$ cat config.mk
export PLATFORM = sky130hd
export DESIGN_NAME = dami_dev_flat
export DESIGN_NICKNAME = d
export VERILOG_FILES = /design/src/logic/dami_pkg.sv /design/src/logic/dami_if.sv /design/src/logic/dami_dev.sv /design/src/logic/dami_ratio_chk.sv /design/src/flat_wrapper.sv
export SDC_FILE = /design/constraint.sdc
export NUM_CORES = 1
export LEC_CHECK = 0
export BUFFER_PORTS_ARGS = -buffer_cell sky130_fd_sc_hd__buf_4
export CAP_MARGIN = 20
export CORE_ASPECT_RATIO = 1.25
export CORE_UTILIZATION = 60
export DETAILED_ROUTE_END_ITERATION = 7
export PLACE_DENSITY_LB_ADDON = 0.25
export SLEW_MARGIN = 20
export SYNTH_ARGS = -nofsm -noshare
export SYNTH_HDL_FRONTEND = slang
export SYNTH_HIERARCHICAL = 1
export SYNTH_SLANG_ARGS = --single-unit
$ cat constraint.sdc
create_clock -name hclk -period 9.2 [get_ports hclk]
set_input_delay 0.46 -clock hclk [delete_from_list [all_inputs] [get_ports hclk]]
set_output_delay 0.46 -clock hclk [all_outputs]
set_load 0.05 [all_outputs]
$ cat src/logic/dami_pkg.sv
// Purpose: Shared constants and types for the audio input mode control link
// Assumes: 50 MHz hclk; control registers reached over the link's register port
// Notes: Times are kept in their own unit, cycle counts derive from them
package dami_pkg;
    localparam int CLK_MHZ = 50;
    localparam int STARTUP_MS = 10;
    localparam int STARTUP_CYC = STARTUP_MS * 1000 * CLK_MHZ;
    localparam int PWRUP_US = 10;
    localparam int PWRUP_CYC = PWRUP_US * CLK_MHZ;
    localparam logic [7:0] REG_PWR = 8'h05;
    localparam logic [7:0] REG_REFERENCE_OUTPUT = 8'h06;
    localparam logic [7:0] REG_CFG = 8'h02;
    localparam logic [7:0] PORT_EN_VAL = 8'h30;
    localparam int PWR_PDN_BIT = 0;
    localparam int PWR_PORT_ENABLE_BIT_BIT = 7;
    localparam int PWR_DIV_BIT = 1;
    localparam int REFERENCE_OUTPUT_SLOW_BIT = 5;
    localparam logic [7:0] PWR_RST = 8'h01;
    localparam logic [7:0] REFERENCE_OUTPUT_RST = 8'h00;
    localparam logic [7:0] CFG_RST = 8'h00;
    localparam int CFG_FMT_LSB = 4;
    localparam int CFG_SPD_LSB = 0;
    localparam int CFG_DEM_BIT = 2;
    // Bus register offsets (chosen)
    localparam logic [7:0] AHB_CMD = 8'h00;
    localparam logic [7:0] AHB_STAT = 8'h04;
    localparam logic [7:0] AHB_PIN = 8'h08;
    localparam int CMD_GO_BIT = 31;
    localparam int CMD_WR_BIT = 30;

    typedef enum logic [1:0] {
        DAMI_SPD_SINGLE = 2'h0,
        DAMI_SPD_DOUBLE = 2'h1,
        DAMI_SPD_QUAD = 2'h2,
        DAMI_SPD_BITS = 2'h3
    } dami_speed_e;

    typedef enum logic [3:0] {
        DAMI_ST_RESET = 4'h1,
        DAMI_ST_WAIT = 4'h2,
        DAMI_ST_PWRUP = 4'h4,
        DAMI_ST_RUN = 4'h8
    } dami_state_e;
endpackage

$ cat src/logic/dami_if.sv
`timescale 1ns/100ps
// Purpose: Link between the audio source/host end and the converter end
// Assumes: One clock shared by both ends
// Notes: Register port is a one-cycle write/read strobe
interface dami_if;
    logic link_rst_n;
    logic [3:0] strap_pins;
    logic bitstream_select_pin;
    logic frame_clock;
    logic bit_clock;
    logic audio_data_in;
    logic reg_wr;
    logic reg_rd;
    logic [7:0] reg_addr;
    logic [7:0] reg_wdata;
    logic [7:0] reg_rdata;
    logic reg_ack;
    modport dev (input link_rst_n, strap_pins, bitstream_select_pin, frame_clock,
        bit_clock, audio_data_in, reg_wr, reg_rd, reg_addr, reg_wdata,
        output reg_rdata, reg_ack);
    modport src (output link_rst_n, strap_pins, bitstream_select_pin, frame_clock,
        bit_clock, audio_data_in, reg_wr, reg_rd, reg_addr, reg_wdata,
        input reg_rdata, reg_ack);
endinterface

$ cat src/logic/dami_dev.sv
`timescale 1ns/100ps
// Purpose: Converter end: startup sequencing, mode choice, register port
// Assumes: Link signals synchronous to hclk; master clock is hclk
// Notes: Analog path is out of scope; reference_output is a digital enable
module dami_dev
    import dami_pkg::*;
#(
    parameter int STARTUP_CYCLES = dami_pkg::STARTUP_CYC
) (
    // Clock and reset
    input wire logic hclk,
    input wire logic hresetn,
    // Link
    dami_if.dev lnk,
    // User side status
    output logic reference_output,
    output logic port_mode,
    output logic running,
    output dami_pkg::dami_speed_e speed_mode_field,
    output logic [2:0] interface_format_field,
    output logic deemphasis_select,
    output logic slow_filter,
    output logic ratio_ok,
    output logic signed [23:0] sample_out,
    output logic sample_valid
);
    dami_state_e st_r;
    dami_state_e st_nxt;
    logic [7:0] pwr_r;
    logic [7:0] reference_output_r;
    logic [7:0] cfg_r;
    logic [7:0] rdata_r;
    logic ack_r;
    logic port_r;
    logic [3:0] strap_r;
    logic [25:0] tmr_r;
    logic [25:0] tmr_nxt;
    logic bck_d_r;
    logic frm_d_r;
    logic [23:0] shift_r;
    logic ratio_ok_w;
    // Registers restart at defaults whenever link reset is low
    wire rst_all = !hresetn || !lnk.link_rst_n;
    wire win_open = (tmr_r < 26'(STARTUP_CYCLES));
    wire wr_pwr = lnk.reg_wr && lnk.reg_addr == REG_PWR;
    wire wr_reference_output = lnk.reg_wr && lnk.reg_addr == REG_REFERENCE_OUTPUT;
    wire wr_cfg = lnk.reg_wr && lnk.reg_addr == REG_CFG;
    wire port_hit = wr_pwr && lnk.reg_wdata == PORT_EN_VAL;
    wire power_down_bit = port_r ? pwr_r[PWR_PDN_BIT] : 1'b0;
    wire [2:0] sa_fmt = {1'b0, strap_r[1:0]};
    wire sa_bits = lnk.bitstream_select_pin;
    // Select pin overrides the straps; pin 2 alone keeps single speed with de-emphasis
    wire [1:0] sa_spd = sa_bits ? DAMI_SPD_BITS :
                        strap_r[3] ? (strap_r[2] ? 2'h2 : 2'h1) : 2'h0;
    wire [1:0] spd_w = port_r ? cfg_r[CFG_SPD_LSB +: 2] : sa_spd;
    wire [2:0] fmt_w = port_r ? cfg_r[CFG_FMT_LSB +: 3] : sa_fmt;
    wire dem_req = port_r ? cfg_r[CFG_DEM_BIT] : (!strap_r[3] && strap_r[2]);
    wire bck_rise = lnk.bit_clock && !bck_d_r;
    wire frm_edge = lnk.frame_clock != frm_d_r;
    wire [4:0] fmt_bits = (fmt_w == 3'h2) ? 5'h10 : (fmt_w == 3'h4) ? 5'h14 :
                          (fmt_w == 3'h5) ? 5'h12 : 5'h18;
    wire [4:0] pad_bits = 5'h18 - fmt_bits;
    // Reference stays low through reset and the low-power wait
    wire powered = !rst_all && st_r != DAMI_ST_WAIT && st_r != DAMI_ST_RESET;

    assign tmr_nxt = (tmr_r == 26'h3FFFFFF) ? tmr_r : tmr_r + 26'h0000001;

    always_comb begin
        st_nxt = st_r;
        case (st_r)
            DAMI_ST_RESET: st_nxt = DAMI_ST_WAIT;
            // Hold low power until the startup window closes and power-down is clear
            DAMI_ST_WAIT: if (!win_open && !power_down_bit) st_nxt = DAMI_ST_PWRUP;
            DAMI_ST_PWRUP: if (tmr_r >= 26'(PWRUP_CYC)) st_nxt = DAMI_ST_RUN;
            // Setting power-down again drops back to the low-power wait
            DAMI_ST_RUN: if (power_down_bit) st_nxt = DAMI_ST_WAIT;
            default: st_nxt = DAMI_ST_RESET;
        endcase
    end

    always_ff @(posedge hclk or negedge hresetn) begin
        if (!hresetn) begin
            st_r <= DAMI_ST_RESET;
            tmr_r <= 26'h0000000;
        end else if (!lnk.link_rst_n) begin
            // Link reset acts as the converter's own reset pin
            st_r <= DAMI_ST_RESET;
            tmr_r <= 26'h0000000;
        end else begin
            st_r <= st_nxt;
            // Timer restarts at power-up; win_open is then true again until STARTUP_CYCLES have passed
            tmr_r <= (st_r == DAMI_ST_WAIT && st_nxt == DAMI_ST_PWRUP) ?
                     26'h0000000 : tmr_nxt;
        end
    end

    // Register port
    always_ff @(posedge hclk or negedge hresetn) begin
        if (!hresetn) begin
            pwr_r <= PWR_RST;
            reference_output_r <= REFERENCE_OUTPUT_RST;
            cfg_r <= CFG_RST;
            port_r <= 1'b0;
            ack_r <= 1'b0;
            rdata_r <= 8'h00;
        end else if (rst_all) begin
            pwr_r <= PWR_RST;
            reference_output_r <= REFERENCE_OUTPUT_RST;
            cfg_r <= CFG_RST;
            port_r <= 1'b0;
            ack_r <= 1'b0;
            rdata_r <= 8'h00;
        end else begin
            ack_r <= lnk.reg_wr || lnk.reg_rd;
            if (wr_pwr) pwr_r <= lnk.reg_wdata;
            if (wr_reference_output) reference_output_r <= lnk.reg_wdata;
            if (wr_cfg) cfg_r <= lnk.reg_wdata;
            // Enable accepted inside the window, or at any later time
            if (port_hit || (wr_pwr && lnk.reg_wdata[PWR_PORT_ENABLE_BIT_BIT])) begin
                port_r <= 1'b1;
            end
            if (lnk.reg_rd) begin
                if (lnk.reg_addr == REG_PWR) rdata_r <= pwr_r;
                else if (lnk.reg_addr == REG_REFERENCE_OUTPUT) rdata_r <= reference_output_r;
                else if (lnk.reg_addr == REG_CFG) rdata_r <= cfg_r;
                else rdata_r <= 8'h00;
            end
        end
    end
    assign lnk.reg_rdata = rdata_r;
    assign lnk.reg_ack = ack_r;

    // Straps caught once when the window closes without port enable
    always_ff @(posedge hclk or negedge hresetn) begin
        if (!hresetn) begin
            strap_r <= 4'h0;
        end else if (!lnk.link_rst_n) begin
            // A link reset is a device reset, so old straps are dropped
            strap_r <= 4'h0;
        end else if (st_r == DAMI_ST_WAIT && tmr_r == 26'(STARTUP_CYCLES) && !port_r) begin
            strap_r <= lnk.strap_pins;
        end
    end

    dami_ratio_chk u_ratio (
        .hclk(hclk),
        .hresetn(hresetn),
        .frame_clock(lnk.frame_clock),
        .speed(dami_speed_e'(spd_w)),
        .high_ok(port_r && pwr_r[PWR_DIV_BIT]),
        .ratio_ok_r(ratio_ok_w)
    );

    // Serial capture, MSB first, last fmt_bits before frame edge kept
    // Words longer than 24 bits lose their top bits
    always_ff @(posedge hclk or negedge hresetn) begin
        if (!hresetn) begin
            bck_d_r <= 1'b0;
            frm_d_r <= 1'b0;
            shift_r <= 24'h000000;
            sample_out <= 24'h000000;
            sample_valid <= 1'b0;
        end else begin
            bck_d_r <= lnk.bit_clock;
            frm_d_r <= lnk.frame_clock;
            sample_valid <= 1'b0;
            if (frm_edge && st_r == DAMI_ST_RUN && spd_w != DAMI_SPD_BITS) begin
                // Two's complement: sign-extend from the format width
                sample_out <= $signed(shift_r << pad_bits) >>> pad_bits;
                sample_valid <= 1'b1;
            end else if (bck_rise) begin
                shift_r <= {shift_r[22:0], lnk.audio_data_in};
            end
        end
    end

    always_ff @(posedge hclk or negedge hresetn) begin
        if (!hresetn) begin
            reference_output <= 1'b0;
            port_mode <= 1'b0;
            running <= 1'b0;
            speed_mode_field <= DAMI_SPD_SINGLE;
            interface_format_field <= 3'h0;
            deemphasis_select <= 1'b0;
            slow_filter <= 1'b0;
            ratio_ok <= 1'b0;
        end else begin
            reference_output <= powered;
            port_mode <= port_r;
            running <= st_r == DAMI_ST_RUN;
            // Speed sets the oversampling: 128x, 64x, 32x
            speed_mode_field <= dami_speed_e'(spd_w);
            interface_format_field <= fmt_w;
            deemphasis_select <= dem_req && spd_w == DAMI_SPD_SINGLE;
            // Stand-alone gives no way to ask for the slow filter
            slow_filter <= port_r && reference_output_r[REFERENCE_OUTPUT_SLOW_BIT];
            ratio_ok <= ratio_ok_w;
        end
    end
endmodule

$ cat src/logic/dami_ratio_chk.sv
`timescale 1ns/100ps
// Purpose: Measures master clock cycles per frame and checks the ratio
// Assumes: Frame clock sampled synchronously; hclk stands in for master clock
// Notes: Phase of frame to master clock is free, only period counts
module dami_ratio_chk
    import dami_pkg::*;
(
    // Clock and reset
    input wire logic hclk,
    input wire logic hresetn,
    // Inputs
    input wire logic frame_clock,
    input wire dami_pkg::dami_speed_e speed,
    input wire logic high_ok,
    // Result
    output logic ratio_ok_r
);
    logic frame_d_r;
    logic [11:0] cnt_r;
    logic [11:0] cnt_nxt;
    wire rise = frame_clock & ~frame_d_r;

    function automatic logic ratio_legal(input logic [11:0] n, input dami_speed_e s,
                                         input logic hi);
        case (s)
            DAMI_SPD_SINGLE: ratio_legal = (n == 12'h100) || (n == 12'h180) ||
                (n == 12'h200) || (n == 12'h300) || (hi && n == 12'h400);
            DAMI_SPD_DOUBLE: ratio_legal = (n == 12'h080) || (n == 12'h0C0) ||
                (n == 12'h100) || (n == 12'h180) || (hi && n == 12'h200);
            DAMI_SPD_QUAD: ratio_legal = (n == 12'h040) || (n == 12'h060) ||
                (n == 12'h080) || (n == 12'h0C0) || (hi && n == 12'h100);
            default: ratio_legal = 1'b1;
        endcase
    endfunction

    // Saturate so a stopped frame clock never wraps into a legal count
    assign cnt_nxt = rise ? 12'h001 : ((cnt_r == 12'hFFF) ? cnt_r : cnt_r + 12'h001);

    always_ff @(posedge hclk or negedge hresetn) begin
        if (!hresetn) begin
            frame_d_r <= 1'b0;
            cnt_r <= 12'h000;
            ratio_ok_r <= 1'b0;
        end else begin
            frame_d_r <= frame_clock;
            cnt_r <= cnt_nxt;
            if (rise) begin
                ratio_ok_r <= ratio_legal(cnt_r, speed, high_ok);
            end
        end
    end
endmodule

$ cat src/flat_wrapper.sv
// flat-port wrapper written by rule: the top's interface ports become plain ports
module dami_dev_flat import dami_pkg::*;
#(
    parameter int STARTUP_CYCLES = dami_pkg::STARTUP_CYC
)
  (hclk, hresetn, reference_output, port_mode, running, speed_mode_field, interface_format_field, deemphasis_select, slow_filter, ratio_ok, sample_out, sample_valid, lnk_link_rst_n, lnk_strap_pins, lnk_bitstream_select_pin, lnk_frame_clock, lnk_bit_clock, lnk_audio_data_in, lnk_reg_wr, lnk_reg_rd, lnk_reg_addr, lnk_reg_wdata, lnk_reg_rdata, lnk_reg_ack);
  dami_if lnk_i ();
  input wire logic hclk;
  input wire logic hresetn;
  output logic reference_output;
  output logic port_mode;
  output logic running;
  output dami_pkg::dami_speed_e speed_mode_field;
  output logic [2:0] interface_format_field;
  output logic deemphasis_select;
  output logic slow_filter;
  output logic ratio_ok;
  output logic signed [23:0] sample_out;
  output logic sample_valid;
  input wire logic [$bits(lnk_i.link_rst_n)-1:0] lnk_link_rst_n;
  input wire logic [$bits(lnk_i.strap_pins)-1:0] lnk_strap_pins;
  input wire logic [$bits(lnk_i.bitstream_select_pin)-1:0] lnk_bitstream_select_pin;
  input wire logic [$bits(lnk_i.frame_clock)-1:0] lnk_frame_clock;
  input wire logic [$bits(lnk_i.bit_clock)-1:0] lnk_bit_clock;
  input wire logic [$bits(lnk_i.audio_data_in)-1:0] lnk_audio_data_in;
  input wire logic [$bits(lnk_i.reg_wr)-1:0] lnk_reg_wr;
  input wire logic [$bits(lnk_i.reg_rd)-1:0] lnk_reg_rd;
  input wire logic [$bits(lnk_i.reg_addr)-1:0] lnk_reg_addr;
  input wire logic [$bits(lnk_i.reg_wdata)-1:0] lnk_reg_wdata;
  output wire logic [$bits(lnk_i.reg_rdata)-1:0] lnk_reg_rdata;
  output wire logic [$bits(lnk_i.reg_ack)-1:0] lnk_reg_ack;
  assign lnk_i.link_rst_n = lnk_link_rst_n;
  assign lnk_i.strap_pins = lnk_strap_pins;
  assign lnk_i.bitstream_select_pin = lnk_bitstream_select_pin;
  assign lnk_i.frame_clock = lnk_frame_clock;
  assign lnk_i.bit_clock = lnk_bit_clock;
  assign lnk_i.audio_data_in = lnk_audio_data_in;
  assign lnk_i.reg_wr = lnk_reg_wr;
  assign lnk_i.reg_rd = lnk_reg_rd;
  assign lnk_i.reg_addr = lnk_reg_addr;
  assign lnk_i.reg_wdata = lnk_reg_wdata;
  assign lnk_reg_rdata = lnk_i.reg_rdata;
  assign lnk_reg_ack = lnk_i.reg_ack;
  dami_dev #(.STARTUP_CYCLES(STARTUP_CYCLES)) u_core (.hclk(hclk), .hresetn(hresetn), .lnk(lnk_i), .reference_output(reference_output), .port_mode(port_mode), .running(running), .speed_mode_field(speed_mode_field), .interface_format_field(interface_format_field), .deemphasis_select(deemphasis_select), .slow_filter(slow_filter), .ratio_ok(ratio_ok), .sample_out(sample_out), .sample_valid(sample_valid));
endmodule
# Word level (Yosys, flattened, before mapping)
# Index checks and enable logic that the tools add are counted.
dict set report op_classes {
  shift 2
  bitwise 3
  addsub 3
  mux 38
  eq_ne 33
  n_lt_le_gt_ge 2
  reduce_logical 51
}
# op n
set op_table {}
lappend op_table {{$mux W8} 11}
lappend op_table {{$mux W26} 3}
lappend op_table {{$mux W4} 7}
lappend op_table {{$add A26 B1 Y26 const B} 1}
lappend op_table {{$eq A26 B19 Y1 const B} 1}
lappend op_table {{$eq A26 B26 Y1 const B} 1}
lappend op_table {{$ge A26 B9 Y1 const B} 1}
lappend op_table {{$lt A26 B19 Y1 const B} 1}
lappend op_table {{$eq A12 B10 Y1 const B} 2}
lappend op_table {{$eq A12 B7 Y1 const B} 2}
lappend op_table {{$eq A12 B8 Y1 const B} 2}
lappend op_table {{$eq A12 B9 Y1 const B} 2}
lappend op_table {{$mux W12} 2}
lappend op_table {{$shl A24 B5 Y24} 1}
lappend op_table {{$sshr A24 B5 Y24} 1}
lappend op_table {{$logic_and A1 B1 Y1} 21}
lappend op_table {{$eq A8 B3 Y1 const B} 2}
lappend op_table {{$pmux W4 S4} 1}
lappend op_table {{$logic_or A1 B1 Y1} 15}
lappend op_table {{$add A12 B1 Y12 const B} 1}
lappend op_table {{$eq A12 B11 Y1 const B} 1}
lappend op_table {{$eq A12 B12 Y1 const B} 1}
lappend op_table {{$mux W5} 2}
lappend op_table {{$reduce_bool A2 Y1} 5}
lappend op_table {{26 further kinds} 45}
dict set report totals {
  out_inout_bits 45
  inputBits 29
  wordCells 156
  ff_bits 143
}

# Depth between registers and ports, before layout
# Gate-level depths: netlist of run 1.
dict set report logic_depth {
  word_depth 9
  depth_mapped 14
}

# Hierarchy
# The synthesis of run 1 kept the hierarchy.
# module instances cells_per_inst area_per_inst_um2 seq_area_each_um2
set by_module_without_submodules {}
lappend by_module_without_submodules {dami_dev 1 662 6713.9 3255.6}
lappend by_module_without_submodules {dami_ratio_chk 1 94 880.8 350.3}

# Worst setup path before layout of run 1
# Ideal clock, no wire load.
dict set report synth_timing {
  path_type {reg2reg}
  from {register u_core.port_r}
  to {register u_core.sample_out[10]}
  n_path_buf 3
  t_arrival_ps 2824
  setup_slack_ps 6250
  path_stages_with_launch 13
  setup_ps 125
  cell_sequence {dfrtp_1 > buf_6 > clkbuf_1 > mux2_2 > nor2_1 > nand2_1 > ha_1 > clkbuf_1 > mux4_2 > mux2i_1 > o221ai_1 > o22ai_1 > a21oi_1}
}
dict set report synth_via {
  elab_chain_cells 8
  elab_cells_between_ends 13
}
# element line_no
set synth_lines {}
lappend synth_lines {{start, declared} dami_dev.sv:34} ;# logic port_r;
lappend synth_lines {{start signal, assigned} dami_dev.sv:103} ;# port_r <= 1'b0;
lappend synth_lines {{start signal, assigned} dami_dev.sv:110} ;# port_r <= 1'b0;
lappend synth_lines {{start signal, assigned} dami_dev.sv:120} ;# port_r <= 1'b1;
lappend synth_lines {{$mux W3 *} dami_dev.sv:56} ;# wire [2:0] fmt_w = port_r ? cfg_r[CFG_FMT_LSB +: 3] : sa_fmt;
lappend synth_lines {{via u_core.fmt_w[0]} dami_dev.sv:56}
lappend synth_lines {{$eq A3 B3 Y1} dami_dev.sv:61} ;# (fmt_w == 3'h5) ? 5'h12 : 5'h18;
lappend synth_lines {{$mux W4} dami_dev.sv:61}
lappend synth_lines {{$mux W5} dami_dev.sv:60} ;# wire [4:0] fmt_bits = (fmt_w == 3'h2) ? 5'h10 : (fmt_w == 3'h4) ? 5'h14 :
lappend synth_lines {{$mux W5 *} dami_dev.sv:60}
lappend synth_lines {{$sub A5 B5 Y5 *} dami_dev.sv:62} ;# wire [4:0] pad_bits = 5'h18 - fmt_bits;
lappend synth_lines {{$shl A24 B5 Y24} dami_dev.sv:169} ;# sample_out <= $signed(shift_r << pad_bits) >>> pad_bits;
lappend synth_lines {{$sshr A24 B5 Y24 *} dami_dev.sv:169}
lappend synth_lines {{end signal, assigned} dami_dev.sv:169}
lappend synth_lines {{end, declared} dami_dev.sv:24} ;# output logic signed [23:0] sample_out,
# The timed path passes the listed nets; every way through them passes the cells marked *.
# A chain may end at the register's enable or synchronous reset.

# Worst setup path in the final report of run 1
dict set report layout_timing {
  from {register u_core.port_r}
  to {register u_core.sample_out[14]}
}
dict set report layout_via {
  elab_chain_cells 8
  elab_cells_between_ends 13
}
# element line_no
set layout_lines {}
lappend layout_lines {{$mux W3} dami_dev.sv:56}
lappend layout_lines {{$eq A3 B3 Y1} dami_dev.sv:61}
lappend layout_lines {{$mux W4} dami_dev.sv:61}
lappend layout_lines {{$mux W5 (2 in series)} dami_dev.sv:60}
lappend layout_lines {{$sub A5 B5 Y5} dami_dev.sv:62}
lappend layout_lines {{$shl A24 B5 Y24} dami_dev.sv:169}
lappend layout_lines {{$sshr A24 B5 Y24} dami_dev.sv:169}
# Parallel ways exist; a longest one is shown, timed or not.

==> qor.yml, run 1 <==
cts:
  clk_pin_slew_ps: 60
  cts_setup_buffers: 0
  htreeDepth: 4
  cts_hold_buf: 0
  cts_sinks: 144
  clock-root-buffer: "clkbuf_16"
  cts_resized: 0
  clock_path_buffers: 2
  clock_latency_ps: 410
  cts_tree: "built"
  numCtsBuffers: 17
synth:
  async_reset_ff_share_pct: 100
  synth_top_family_by_area: "simple AND/OR/NAND/NOR gates"
  synth_compound_area_share_pct: 10.5
  synth_edf_count: 0
  synth-adder-area-share_pct: 0.824
  ys_ff_latch: 144
  ys.flop_type: "dfrtp_1"
  ys_types: 78
  ys_top_cells_by_area: "dfrtp_1 47%, mux2i_1 6.1%, nand2_1 5.2%, mux2_2 4.2%, nor2_1 3.6%"
  syn_avg_cell_area_um2: 10.0
  yosys.area.top_type_share_pct: 46.8
  synth_top_cell_by_area: "dfrtp_1"
  synth.area.mux_share_pct: 13.7
  synth_warnings: 6
  synth-xor-area-share_pct: 2.65
  netlist_instances: 756
  syn-num-nets: 790
  synth_top_cells_by_count: "142 x dfrtp_1, 106 x nand2_1, 73 x nor2_1"
  netlist_area_mm2: 0.00759
  yosys.cell_count.top_type: "dfrtp_1"
  seq_area_frac_synth_pct: 47.5
  synth-simple-area-share_pct: 21.2
timing:
  fin_ws_ps: 4600
  hold_viol: 0
  hold_ws_ps: 98.2
  finalSetupTns_ps: 0
  period_needed_ps: 4600
  rsz0062_at_grt: "no"
  finalClockSkew_ps: 8.07
  drv_slew: 0
  fin_crit_sh_pct: 50.0
  tightest_slew_ps: 953
  max-slew-margin-rel_pct: 36.5
  setup-violations-final: 0
  fmax_mhz: 218
placed_design:
  dp_cells: 958
  gp_congestion: 0.868
  hpwlAfterDp_um: 11700
  io_buffers: 73
  pre_cts_ws_ps: 4680
  dpl_cell_area_mm2: 0.00817
pwr:
  powerDensity_mw_per_mm2: 185
  peakVddDrop_mv: 0.103
  totalPowerFinal_mw: 1.63
  leakagePower_nw: 3.97
global_route:
  gr-total-overflow: 0
  grt_pass1_vias: 5841
  grt_max_degree: 97
  gr-usage-all-layers_pct: 28.4
  grt_pass1_wl_um: 28800
  antenna_found_initial: 0
setup_path:
  cp_data_required_time_ps: 9490
  arrival_ps: 4890
  path_class: "reg -> reg"
  cp_max_fo: 29
  end_kind: "flip-flop"
  startpoint_type: "flip-flop"
route:
  first_iter_violations: 466
  wire_per_inst_um: 17.6
  routed_via_density: 6.11
  post-route-drc-count: 0
  drt_first_pass_iters: 7
  num_vias: 6051
  ant_nets: 0
  routed_wl_um: 17400
die:
  chipWidth_um: 103
  design.core.area_mm2: 0.0122
  die_area_mm2: 0.0131
  pin_count: 74
  start_util_pct: 62.2
  die_h_um: 128
  rows: 45
cells_and_area:
  layout-drive-gt1-share_pct: 20.4
  fin_util_pct: 71.8
  layout.nets: 848
  final_cell_count_no_fill: 991
  diodes: 0
  synthToLayoutAreaGrowth_pct: 15.6
  stdcell_area_mm2: 0.00878
worst_hold_path:
  hold_class: "in -> async"
run:
  cap_violations: 0
run_status:
  status: "finished, final reports clean"
-- layout make-up --
class                           count  area (um^2)
Inverter                           13         48.8
Sequential cell                   144         3610
Tap cell                          164          205
Fill cell                         928         3440
Clock buffer                       19          453
Timing Repair Buffer               81          616
Clock inverter                     13          138
Multi-Input combinational cell    557         3710
-- cell families after synthesis --
group	Yosys count
AOI/OAI and AO/OA	124
xor gates and xnor gates	23
muxes	85
adders and majority gates	5
buffers and inverters	55
and+or+nand+nor	320
DFF	144
-- report_power, final --
part	internal, mW	total [mW]	switching [mW]
sequential	0.680	0.751	0.0715
combinational	0.0996	0.203	0.103
clock	0.413	0.673	0.260
total	1.19	1.63	0.435
-- registers in the layout, summed over array words and instances (netlist names), 2 cells and up --
register / cells
u_core/u_ratio/cnt_r: 12
u_core/tmr_r: 26
u_core/shift_r: 24
u_core/pwr_r: 8
u_core/speed_mode_field: 2
u_core/lnk.reg_rdata: 8
u_core/interface_format_field: 3
u_core/st_r: 4
u_core/sample_out: 24
u_core/cfg_r: 8
u_core/reference_output_r: 8
u_core/strap_r: 4
-- worst paths after layout --
check / start / end / slack (ps) / cells after the start
hold reg to reg: u_core/u_ratio/ratio_ok_r$_DFFE_PN0P_ / u_core/ratio_ok$_DFF_PN0_ / 380 / 0
hold / removal: hresetn / u_core/u_ratio/cnt_r[0]$_DFFE_PN0P_ / 100 / 1
min in group hclk: lnk_bit_clock / u_core/bck_d_r$_DFF_PN0_ / 170 / 1
setup reg to reg: u_core/port_r$_DFFE_PN0P_ / u_core/sample_out[14]$_DFFE_PN0P_ / 4600 / 10
setup / recovery: u_core/port_r$_DFFE_PN0P_ / u_core/sample_out[14]$_DFFE_PN0P_ / 4600 / 10
max in group asynchronous: hresetn / u_core/st_r[3]$_DFF_PN0_ / 7840 / 2
-- metal layers --
layer	share of wire, %	global-route usage (%)
met1	43	38.2
met5	0	0
met2	51	46.3
met4	1.5	8.91
met3	4.8	5.45
-- cell usage in the layout, fill, tap and decap left out, types with 4 or more instances in the layout --
master	Yosys	routed
and2_1	5	5
and4_1	8	8
and3_1	5	5
a22oi_1	6	6
nor2_1	73	73
ha_1	5	5
nor2b_1	11	11
dfrtp_1	142	142
nand3_1	50	50
xnor2_1	11	11
a21oi_1	45	45
a222oi_1	8	8
mux4_1	6	6
nand4_1	11	11
nor3_1	11	11
nand2_1	106	105
buf_4	2	79
o22ai_1	4	4
inv_1	10	10
a31oi_1	6	6
mux2i_1	46	46
clkbuf_16	0	17
a211oi_1	10	10
o21ai_0	24	24
clkinv_2	0	4
mux2_2	28	28
or4_1	4	4
or3_1	5	5
xor2_1	12	12
mux4_2	4	4
-- worst max-delay path, stage by stage (launching register included) --
cell      delay [ps]
dfrtp_1          700
and4b_1          280
buf_4            340
inv_2            240
ha_1             980
clkinv_1         770
mux2i_2          380
mux2i_1          350
mux2i_1          170
a22oi_1          170
o21ai_1           90
Note: power is estimated with default switching activity, not from simulation.
==> run 2: changes to the inputs <==
Settings changed: CORE_UTILIZATION 60 to 54.
Clock period 9.2 ns to 4.1 ns, I/O delays scaled along.
==> qor.yml, run 2 (same netlist as run 1, synthesis figures left out) <==
cells_and_area:
  synthToLayoutAreaGrowth_pct: 16.5
  diodes: 0
  most-common-layout-cells: "142 x dfrtp_1, 105 x nand2_1, 79 x buf_4, 73 x nor2_1, 50 x nand3_1"
  layout-drive-gt1-share_pct: 19.8
  seq_area_mm2: 0.00361
  fillers: 1090
  largest_reg_flops: 26
  top_regs: "u_core/tmr_r x26, u_core/sample_out x24, u_core/shift_r x24"
  multiInputGateArea_mm2: 0.00372
  final_cell_count_no_fill: 1004
  layout.nets: 850
  layout_commonest_cell: "dfrtp_1"
  regMostFlops: "u_core/tmr_r"
pwr:
  leakagePower_nw: 3.99
  peakVddDrop_mv: 0.345
  powerDensity_mw_per_mm2: 426
  clockPowerShare_pct: 43.2
  seqPwrFrac_pct: 44.7
  swShare_pct: 25.8
  p_int_mw: 2.80
  share_comb_of_total_power_pct: 12.1
  power.switching_uw: 974
global_route:
  gr-total-overflow: 0
  antenna_found_initial: 0
  grt_max_degree: 76
  gr-usage-all-layers_pct: 25.7
  grt_pass1_vias: 5928
  grt_pass1_wl_um: 29300
timing:
  finalClockSkew_ps: 7.05
  hold_viol: 0
  fin_crit_sh_pct: 77.8
  drv_slew: 0
  max-slew-margin-rel_pct: 42.4
  period_needed_ps: 3190
  setup-violations-final: 0
  finalSetupTns_ps: 0
  tightest_slew_ps: 862
  rsz0062_at_grt: "no"
  fmax_mhz: 314
cts:
  cts_resized: 0
  cts_tree: "built"
  htreeDepth: 4
  clk_pin_slew_ps: 60
  clock-root-buffer: "clkbuf_16"
  cts_sinks: 144
  numCtsBuffers: 17
  clock_path_buffers: 2
  clock_latency_ps: 420
  cts_setup_buffers: 0
  cts_hold_buf: 3
route:
  ant_nets: 0
  met1_length_um: 7640
  post-route-drc-count: 0
  routed_wl_um: 17800
  num_vias: 6030
  wire_per_inst_um: 17.7
  first_iter_violations: 350
  routed_via_density: 6.01
  dr_wl_met3_um: 793
  met2_length_um: 9080
  dr.max_layer_used: "met4"
  drt_first_pass_iters: 5
placed_design:
  io_buffers: 73
  gp_congestion: 0.846
  dp_cells: 969
  hpwlAfterDp_um: 12100
worst_hold_path:
  hold_end: "u_core/pwr_r[0]$_DFFE_PN1P_"
  hold_class: "in -> reg"
  hold_depth: 2
  worstHoldStart: "lnk_link_rst_n"
setup_path:
  cp_data_required_time_ps: 4440
  reg2reg_to: "u_core/sample_out[22]$_DFFE_PN0P_"
  end_kind: "flip-flop"
  path_class: "reg -> reg"
  rrSetupSlack_ps: 910
  startpoint_type: "flip-flop"
  arrival_ps: 3520
  cp_max_fo: 20
  r2r_start: "u_core/port_r$_DFFE_PN0P_"
  r2r_cells: 10
die:
  design.core.area_mm2: 0.0138
  die_area_mm2: 0.0145
  pin_count: 74
  chipWidth_um: 108
  start_util_pct: 55.2
  rows: 48
  die_h_um: 135
run:
  cap_violations: 0
run_status:
  status: "finished, final reports clean"
## run 2: changes by cell type in the layout (fill, tap and decap cells not counted), moves of 2 or more
cell,previous run,this run
clkbuf_1,0,4
clkinv_2,4,1
dlygate4sd3_1,0,3
bufinv_16,2,4
clkinv_4,3,1
## run 2: worst max-delay path by stage
stage	depth (start not counted)	slack, ps	endpoint	startpoint
floorplan	12	1150	u_core/sample_out[10]$_DFFE_PN0P_	u_core/port_r$_DFFE_PN0P_
global placement	11	970	u_core/sample_out[13]$_DFFE_PN0P_	u_core/port_r$_DFFE_PN0P_
detailed placement	11	970	u_core/sample_out[14]$_DFFE_PN0P_	u_core/port_r$_DFFE_PN0P_
CTS	11	940	u_core/sample_out[14]$_DFFE_PN0P_	u_core/port_r$_DFFE_PN0P_
global route	10	620	u_core/sample_out[14]$_DFFE_PN0P_	u_core/port_r$_DFFE_PN0P_
finish	10	910	u_core/sample_out[22]$_DFFE_PN0P_	u_core/port_r$_DFFE_PN0P_
## run 2: routing by layer
metal / track usage, % / vias up
met1: 33.6 / 3003
met5: 0 / -
met3: 4.20 / 26
met2: 42.8 / 160
li1: - / 2841
met4: 9.44 / 0
## run 2: cell type report
class / count / area share [%]
Clock buffer: 23 / 5.29
Clock inverter: 9 / 1.77
Inverter: 13 / 0.551
Multi-Input combinational cell: 557 / 42.0
Sequential cell: 144 / 40.7
Tap cell: 175 / 2.47
Timing Repair Buffer: 83 / 7.17
## run 2: metrics by stage
stage               power (mW)  area [um^2]  util (%)  hold WS (ps)  worst slack (ps)
global route              3.93         8850      64.4          28.2               616
detailed placement        2.16         8190      59.5           281               968
global placement          2.14         8190      59.5           264               975
floorplan                 1.97         7590         -         -90.6              1150
CTS                       3.80         8840      64.3          5.61               936
finish                    3.77         8850      64.4          23.1               912
## run 2: worst max-delay path: stages (launching register included)
cell	delay [ps]
dfrtp_1	670
mux2_2	410
nor2_1	100
nand2_1	60
ha_1	290
clkinv_1	430
mux2i_2	420
mux2i_1	210
mux2i_1	240
nand2_1	80
a21oi_1	170
## run 2: power groups by stage
stage                     Clock, mW  Combinational [mW]  Sequential, mW
final                          1.63               0.456            1.69
after global routing           1.72               0.499            1.71
after CTS                      1.66               0.458            1.68
after detailed placement          0               0.451            1.71
after global placement            0               0.440            1.70
after floorplan                   0               0.309            1.66
